<file path="config.mk">
export PLATFORM = sky130hd
export DESIGN_NAME = dwsr_top
export DESIGN_NICKNAME = d
export VERILOG_FILES = /design/src/dwsr_pkg.sv /design/src/dwsr_pin_if.sv /design/src/dwsr_pin_sync.sv /design/src/dwsr_top.sv
export VERILOG_INCLUDE_DIRS = /design/src
export SDC_FILE = /design/constraint.sdc
export NUM_CORES = 1
export LEC_CHECK = 0
export BUFFER_PORTS_ARGS = -buffer_cell sky130_fd_sc_hd__buf_2
export CORE_UTILIZATION = 57
export DETAILED_ROUTE_END_ITERATION = 10
export GPL_TIMING_DRIVEN = 1
export PLACE_DENSITY = 0.75
export SLEW_MARGIN = 30
export SYNTH_ARGS = -nofsm -noshare
export SYNTH_HDL_FRONTEND = slang
export SYNTH_SLANG_ARGS = --single-unit
</file>
<file path="constraint.sdc">
create_clock -name sys_clk -period 6.25 [get_ports sys_clk]
set_input_delay 1.875 -clock sys_clk [delete_from_list [all_inputs] [get_ports sys_clk]]
set_output_delay 1.875 -clock sys_clk [all_outputs]
set_load 0.05 [all_outputs]
</file>
<file path="src/dwsr_defines.svh">
// constants of the dual wiper spi register slave
`ifndef DWSR_DEFINES_SVH
`define DWSR_DEFINES_SVH

`define DWSR_ADDR_CH0 5'h00
`define DWSR_ADDR_CH1 5'h01
`define DWSR_ADDR_ACR 5'h10

`define DWSR_WIPER_RST 8'h80
`define DWSR_ACR_RST 8'h40
`define DWSR_ACR_MASK 8'h42
`define DWSR_ACR_POWER_DOWN_N_BIT 6
`define DWSR_ACR_OD_BIT 1

`define DWSR_OP_NOP 3'h0
`define DWSR_OP_ACR_RD 3'h1
`define DWSR_OP_ACR_WR 3'h3
`define DWSR_OP_REG_RD 3'h4
`define DWSR_OP_REG_WR 3'h6
`define DWSR_OP_ECHO 3'h7

`define DWSR_FRAME_BITS 5'h10
`define DWSR_LAST_BIT 4'hf
`define DWSR_TAP_LOW 8'h00

`endif

</file>
<file path="src/dwsr_pkg.sv">
// types of the dual wiper spi register slave
package dwsr_pkg;
  typedef enum logic [1:0] {
    LNK_WAIT_FIRST,
    LNK_IDLE,
    LNK_ACTIVE
  } dwsr_link_t;
endpackage

</file>
<file path="src/dwsr_pin_if.sv">
// synchronised spi pin events passed from the pin stage to the core
`timescale 1ns/100ps
`default_nettype none
interface dwsr_pin_if;
  logic sck_rise;
  logic sck_fall;
  logic cs_fall;
  logic cs_rise;
  logic cs_n;
  logic sdi;
  modport src (output sck_rise, output sck_fall, output cs_fall, output cs_rise,
               output cs_n, output sdi);
  modport dst (input sck_rise, input sck_fall, input cs_fall, input cs_rise,
               input cs_n, input sdi);
endinterface
`default_nettype wire

</file>
<file path="src/dwsr_pin_sync.sv">
// three-flop pin synchronisers and edge finders for sck, chip select and sdi
`timescale 1ns/100ps
`default_nettype none
module dwsr_pin_sync (
  input wire logic sys_clk,
  input wire logic srst,
  input wire logic clk_en,
  input wire logic spi_sck,
  input wire logic spi_cs_n,
  input wire logic spi_sdi,
  dwsr_pin_if.src pin
);
  logic [2:0] s1_ff;
  logic [2:0] s2_ff;
  logic [2:0] s3_ff;
  logic [2:0] lvl_ff;
  logic [2:0] nxt_lvl;
  logic [2:0] rise_ff;
  logic [2:0] fall_ff;

  // a change counts only once the second and third stages agree
  always_comb begin
    for (int i = 0; i < 3; i++) begin
      nxt_lvl[i] = (s2_ff[i] == s3_ff[i]) ? s3_ff[i] : lvl_ff[i];
    end
  end

  always_ff @(posedge sys_clk) begin
    if (srst) begin
      s1_ff <= 3'h2;
      s2_ff <= 3'h2;
      s3_ff <= 3'h2;
      lvl_ff <= 3'h2;
      rise_ff <= 3'h0;
      fall_ff <= 3'h0;
    end else if (clk_en) begin
      s1_ff <= {spi_sdi, spi_cs_n, spi_sck};
      s2_ff <= s1_ff;
      s3_ff <= s2_ff;
      lvl_ff <= nxt_lvl;
      rise_ff <= nxt_lvl & ~lvl_ff;
      fall_ff <= ~nxt_lvl & lvl_ff;
    end
  end

  assign pin.sck_rise = rise_ff[0] & clk_en;
  assign pin.sck_fall = fall_ff[0] & clk_en;
  assign pin.cs_rise = rise_ff[1] & clk_en;
  assign pin.cs_fall = fall_ff[1] & clk_en;
  assign pin.cs_n = lvl_ff[1];
  assign pin.sdi = lvl_ff[2];
endmodule
`default_nettype wire

</file>
<file path="src/dwsr_top.sv">
// spi mode 0 register slave of a dual 256-position potentiometer
`timescale 1ns/100ps
`default_nettype none
`include "dwsr_defines.svh"
module dwsr_top
  import dwsr_pkg::*;
(
  input wire logic sys_clk,
  input wire logic srst,
  input wire logic clk_en,
  input wire logic spi_sck,
  input wire logic spi_cs_n,
  input wire logic spi_sdi,
  output logic spi_sdo_o,
  output logic spi_sdo_oe,
  output logic [7:0] wiper_tap_ch0,
  output logic [7:0] wiper_tap_ch1,
  output logic power_down_n,
  output logic standby
);

  dwsr_pin_if pin ();

  dwsr_pin_sync u_pin_sync (
    .sys_clk(sys_clk),
    .srst(srst),
    .clk_en(clk_en),
    .spi_sck(spi_sck),
    .spi_cs_n(spi_cs_n),
    .spi_sdi(spi_sdi),
    .pin(pin)
  );

  dwsr_link_t link_ff;
  logic [15:0] in_sr_ff;
  logic [15:0] nxt_in_sr;
  logic [3:0] bit_cnt_ff;
  logic full_ff;
  logic [7:0] wiper_position_ch0_ff;
  logic [7:0] wiper_position_ch1_ff;
  logic [7:0] access_control_ff;
  logic [15:0] resp_sr_ff;
  logic [4:0] resp_cnt_ff;
  logic pend_ff;
  logic [7:0] pend_instr_ff;
  logic sdo_ff;
  logic [7:0] tap0_ff;
  logic [7:0] tap1_ff;
  logic active;
  logic pair_done;
  logic aligned_end;
  logic [15:0] pair_word;
  logic [15:0] pend_word;

  // register a read or write instruction addresses; control opcodes ignore the field
  function automatic logic [4:0] target_addr(input logic [7:0] instr);
    logic [2:0] op;
    op = instr[7:5];
    if (op == `DWSR_OP_ACR_RD || op == `DWSR_OP_ACR_WR) begin
      target_addr = `DWSR_ADDR_ACR;
    end else begin
      target_addr = instr[4:0];
    end
  endfunction

  function automatic logic is_read(input logic [7:0] instr);
    is_read = (instr[7:5] == `DWSR_OP_ACR_RD) || (instr[7:5] == `DWSR_OP_REG_RD);
  endfunction

  function automatic logic is_write(input logic [7:0] instr);
    is_write = (instr[7:5] == `DWSR_OP_ACR_WR) || (instr[7:5] == `DWSR_OP_REG_WR);
  endfunction

  // echo byte then register contents; unmapped addresses read as zero
  function automatic logic [15:0] read_word(input logic [7:0] instr,
                                            input logic [7:0] w0,
                                            input logic [7:0] w1,
                                            input logic [7:0] access_control);
    logic [4:0] a;
    logic [7:0] d;
    a = target_addr(instr);
    case (a)
      `DWSR_ADDR_CH0: d = w0;
      `DWSR_ADDR_CH1: d = w1;
      `DWSR_ADDR_ACR: d = access_control;
      default: d = 8'h00;
    endcase
    read_word = {`DWSR_OP_ECHO, a, d};
  endfunction

  assign active = (link_ff == LNK_ACTIVE) && !pin.cs_n;
  assign nxt_in_sr = {in_sr_ff[14:0], pin.sdi};
  assign pair_done = active && pin.sck_rise && (bit_cnt_ff == `DWSR_LAST_BIT);
  assign aligned_end = pin.cs_rise && (link_ff == LNK_ACTIVE) && full_ff &&
                       (bit_cnt_ff == 4'h0);
  assign pair_word = read_word(nxt_in_sr[15:8], wiper_position_ch0_ff,
                               wiper_position_ch1_ff, access_control_ff);
  assign pend_word = read_word(pend_instr_ff, wiper_position_ch0_ff,
                               wiper_position_ch1_ff, access_control_ff);

  // nothing happens until the first chip select fall after reset
  always_ff @(posedge sys_clk) begin
    if (srst) begin
      link_ff <= LNK_WAIT_FIRST;
    end else if (clk_en) begin
      case (link_ff)
        LNK_WAIT_FIRST: begin
          if (pin.cs_fall) begin
            link_ff <= LNK_ACTIVE;
          end
        end
        LNK_IDLE: begin
          if (pin.cs_fall) begin
            link_ff <= LNK_ACTIVE;
          end
        end
        LNK_ACTIVE: begin
          if (pin.cs_rise) begin
            link_ff <= LNK_IDLE;
          end
        end
        default: link_ff <= LNK_WAIT_FIRST;
      endcase
    end
  end

  // input shifter; its last sixteen bits are the instruction and data pair
  always_ff @(posedge sys_clk) begin
    if (srst) begin
      in_sr_ff <= 16'h0000;
      bit_cnt_ff <= 4'h0;
      full_ff <= 1'b0;
    end else if (clk_en) begin
      if (pin.cs_fall) begin
        in_sr_ff <= 16'h0000;
        bit_cnt_ff <= 4'h0;
        full_ff <= 1'b0;
      end else if (active && pin.sck_rise) begin
        in_sr_ff <= nxt_in_sr;
        bit_cnt_ff <= bit_cnt_ff + 4'h1;
        if (bit_cnt_ff == `DWSR_LAST_BIT) begin
          full_ff <= 1'b1;
        end
      end
    end
  end

  // writes land only on chip select rise, so a chain updates as one
  always_ff @(posedge sys_clk) begin
    if (srst) begin
      wiper_position_ch0_ff <= `DWSR_WIPER_RST;
      wiper_position_ch1_ff <= `DWSR_WIPER_RST;
      access_control_ff <= `DWSR_ACR_RST;
    end else if (clk_en && aligned_end && is_write(in_sr_ff[15:8])) begin
      case (target_addr(in_sr_ff[15:8]))
        `DWSR_ADDR_CH0: wiper_position_ch0_ff <= in_sr_ff[7:0];
        `DWSR_ADDR_CH1: wiper_position_ch1_ff <= in_sr_ff[7:0];
        `DWSR_ADDR_ACR: access_control_ff <= in_sr_ff[7:0] & `DWSR_ACR_MASK;
        default: wiper_position_ch0_ff <= wiper_position_ch0_ff;
      endcase
    end
  end

  // sdo: read answer when one is loaded, else sdi delayed by sixteen clocks
  always_ff @(posedge sys_clk) begin
    if (srst) begin
      resp_sr_ff <= 16'h0000;
      resp_cnt_ff <= 5'h00;
      pend_ff <= 1'b0;
      pend_instr_ff <= 8'h00;
      sdo_ff <= 1'b0;
    end else if (clk_en) begin
      if (pin.cs_fall) begin
        resp_cnt_ff <= 5'h00;
        sdo_ff <= 1'b0;
        if (pend_ff) begin
          // chained read: answer starts before the first rising edge
          sdo_ff <= pend_word[15];
          resp_sr_ff <= {pend_word[14:0], 1'b0};
          resp_cnt_ff <= `DWSR_FRAME_BITS - 5'h01;
          pend_ff <= 1'b0;
        end
      end else if (pair_done && is_read(nxt_in_sr[15:8])) begin
        resp_sr_ff <= pair_word;
        resp_cnt_ff <= `DWSR_FRAME_BITS;
      end else if (active && pin.sck_fall) begin
        if (resp_cnt_ff != 5'h00) begin
          sdo_ff <= resp_sr_ff[15];
          resp_sr_ff <= {resp_sr_ff[14:0], 1'b0};
          resp_cnt_ff <= resp_cnt_ff - 5'h01;
        end else begin
          sdo_ff <= in_sr_ff[15];
        end
      end
      if (pin.cs_rise) begin
        resp_cnt_ff <= 5'h00;
        // a read left in the window is answered in the next frame
        pend_ff <= aligned_end && is_read(in_sr_ff[15:8]);
        pend_instr_ff <= in_sr_ff[15:8];
      end
    end
  end

  // shutdown forces the tap low but leaves the stored codes alone
  always_ff @(posedge sys_clk) begin
    if (srst) begin
      tap0_ff <= `DWSR_WIPER_RST;
      tap1_ff <= `DWSR_WIPER_RST;
    end else if (clk_en) begin
      if (!access_control_ff[`DWSR_ACR_POWER_DOWN_N_BIT]) begin
        tap0_ff <= `DWSR_TAP_LOW;
        tap1_ff <= `DWSR_TAP_LOW;
      end else begin
        tap0_ff <= wiper_position_ch0_ff;
        tap1_ff <= wiper_position_ch1_ff;
      end
    end
  end

  assign wiper_tap_ch0 = tap0_ff;
  assign wiper_tap_ch1 = tap1_ff;
  assign power_down_n = access_control_ff[`DWSR_ACR_POWER_DOWN_N_BIT];
  assign standby = !active;
  // open drain only ever pulls low; the pull-up lives off chip
  assign spi_sdo_o = sdo_ff & !access_control_ff[`DWSR_ACR_OD_BIT];
  assign spi_sdo_oe = active && (!access_control_ff[`DWSR_ACR_OD_BIT] || !sdo_ff);

endmodule
`default_nettype wire

</file>
==> run metrics <==
worst r2r src=bit_cnt_ff[0]; Final TNS setup=0 ns; antenna violations before repair=0; Resized cells post-CTS=0; top-count cell post-synth=dfxtp_1; Req. time, crit path=about 6.6 ns; Post-Syn Area per Cell=8.53 sq um; die area=8490 sq um; CTS Sinks=just over 100; GRT Total Usage=between 20% and 30%; main flop type after synthesis=dfxtp_1; Multi-input gate area=between 2000 and 2500 sq um; worst-skew pair later-pin latency=~0.38 ns; most frequent cells after synthesis=dfxtp_1, nand2_1, a21oi_1, nor2_1, mux2i_1; type of the worst min-delay path=flop to flop; fin nets=roughly 550; antenna cells=0; layout cells sized above 1=11.0%; Yosys top cell area share=44.5%; Crit Path Max Fanout=45; Die Y=92.2 microns; Tot Pwr=approximately 1.1 mW; worst setup path start=clk_en; crit share post-route=63.8%; synthesized flop and latch total=103; leakage power=about 1.8 nW; H-tree levels=3; nature of the critical path startpoint=primary input; clock skew=between 0.01 and 0.015 ns; DP Worst Slack=1.89 ns; Mapped Area=around 4600 sq um; Inserted Clock Buffers=9; die width=92.2 microns; hold slack=0.460 ns; Synth cell types=56; Area Overhead vs Synth=6.27%; vias per cell=5.80; fin crit period=~4.0 ns; Hold Buf Count CTS=0; final setup margin=2.26 ns; DR vias=between 3,000 and 4,000; Routed WL=10,200 microns; Register-to-Register Path Depth=6; syn_nets=roughly 550; setup bufs post-CTS=0; Pre-antenna DRT Iters=4; Post-Syn Instances=between 500 and 600; kind of critical path=primary input to flop; DR DRC count=0; max cap viols=0; first-pass GRT wire length=17,300 microns; CTS tree=yes; Post-synth ARST share=0%; number of global-route vias before repair=between 3,000 and 4,000; Max-slew headroom=41.2%; status=complete, no violations; count of final setup violators=0; Worst R2R Setup Slack=3.81 ns; placer's final routability congestion estimate=between 0.8 and 0.9; initial drt markers=228; Final Instance Area=4920 sq um; Area contributors post-synth=dfxtp_1, nand2_1, a21oi_1; cell taking the most area after synthesis=dfxtp_1; Post-synth EDFFs=0; Peak VDD IR=172 uV; crit path DAT=4.29 ns; Slew Limit Fails=0; # fillers=687; Fin. Hold Viols=0; # IOs=26; r2r endpoint=resp_sr_ff[13]; Initial Utilization=59.3%; Synth Warn #=0; Post-DP HPWL=about 7000 microns; unrepaired setup endpoints after global routing=false; Post-DRT Antenna Nets=0; CTS clk-pin slew, worst paths=~0.1 ns; total grt overflow=0; post-synthesis sequential area ratio=44.5%; CP endpoint=resp_sr_ff[13]; CP Capture Type=flop; Worst Tran Pin Value=0.883 ns; Area after DPL=4720 sq um; Sequential Area=2060 sq um; Core Rows=32; largest net degree at the start of global routing=80; PwrDens=226 nW/um^2; root buf cell=clkbuf_8; Core ar.=7810 sq um; IO Port Bufs=25; worst-case clock buffer depth=2; Peak Freq=0.251 GHz; WL/cell=15.7 microns
-- where the power goes --
group / switching (mW) / total, mW / internal, mW
Sequential: 0.00297 / 0.663 / 0.660
Combinational: 0.0241 / 0.0324 / 0.00833
Clock: 0.259 / 0.418 / 0.159
-- worst min-delay path by stage --
stage,start,slack [ns],end,cells past startpoint
4_1_cts,pend_instr_ff[7],0.46,pend_instr_ff[7],2
3_5_place_dp,pend_instr_ff[7],0.45,pend_instr_ff[7],2
2_1_floorplan,resp_sr_ff[15],0.43,resp_sr_ff[15],2
3_3_place_gp,pend_instr_ff[7],0.44,pend_instr_ff[7],2
6_report,pend_instr_ff[7],0.46,pend_instr_ff[7],2
5_1_grt,wiper_tap_ch1[1],0.48,wiper_tap_ch1[1],2
-- placed cells by master (no fill, tap or decap), types with 4 or more instances in the layout --
master and n:
a221oi_1 4, o21ai_0 8, clkbuf_8 9, nand3_1 27, and3_1 4, a211o_1 6
mux2_2 7, mux2i_1 30, nand2_1 88, nor2b_1 5, a211oi_1 10, buf_2 25
o21a_1 5, a21oi_1 64, nor2_1 52, inv_1 9, ha_1 4, and2_1 5
nor3_1 9, dfxtp_1 103, a22oi_1 8, nand2b_1 10
-- layout make-up --
class	instances	area share (%)
Clock buffer	9	2.52
Clock inverter	7	1.55
Inverter	9	0.686
Multi-Input combinational cell	392	48.1
Sequential cell	103	41.9
Tap cell	102	2.59
Timing Repair Buffer	26	2.69
-- sequential cells by signal (all words and copies together) (netlist names) --
name and flops:
bit_cnt_ff 4, full_ff 1, u_pin_sync.lvl_ff 3, resp_sr_ff 16, wiper_position_ch0_ff 8, u_pin_sync.s3_ff 3, link_ff 2, wiper_tap_ch0 8
in_sr_ff 16, sdo_ff 1, wiper_tap_ch1 8, pend_instr_ff 7, u_pin_sync.s1_ff 3, wiper_position_ch1_ff 8, u_pin_sync.rise_ff 2, u_pin_sync.s2_ff 3
pend_ff 1, resp_cnt_ff 5, u_pin_sync.fall_ff 2, access_control_ff 2
-- worst max-delay path: stages --
cell and delay (ns):
buf_2 0.62, nand4bb_4 0.23, nor4_2 0.50, a21o_1 0.60, o221ai_1 0.26, a21oi_1 0.18
-- per-stage QoR --
stage	utilization, %	cells
after floorplan	-	543
after global placement	60.5	632
after detailed placement	60.5	632
after CTS	63.1	648
after global routing	63.1	648
final	63.1	648
-- per-layer routing --
metal  vias to the layer above  global-route usage (%)  wire length, microns
li1                       1891                       -                     -
met1                      1762                    36.1                  4830
met2                        90                    39.7                  4700
met3                        14                    4.64                   513
met4                         0                    8.72                   162
met5                         -                       0                     0
-- kinds of logic after synthesis --
| family | after synthesis | share of synthesized area [%] |
|---|---|---|
| buf+inv | 48 | 4.40 |
| compound gates | 127 | 18.2 |
| mux | 37 | 8.18 |
| flops | 103 | 44.5 |
| fa+ha+maj | 4 | 1.08 |
| xor+xnor | 5 | 0.945 |
| simple gates | 219 | 22.7 |
No activity file was read; power rests on OpenSTA's default activity.
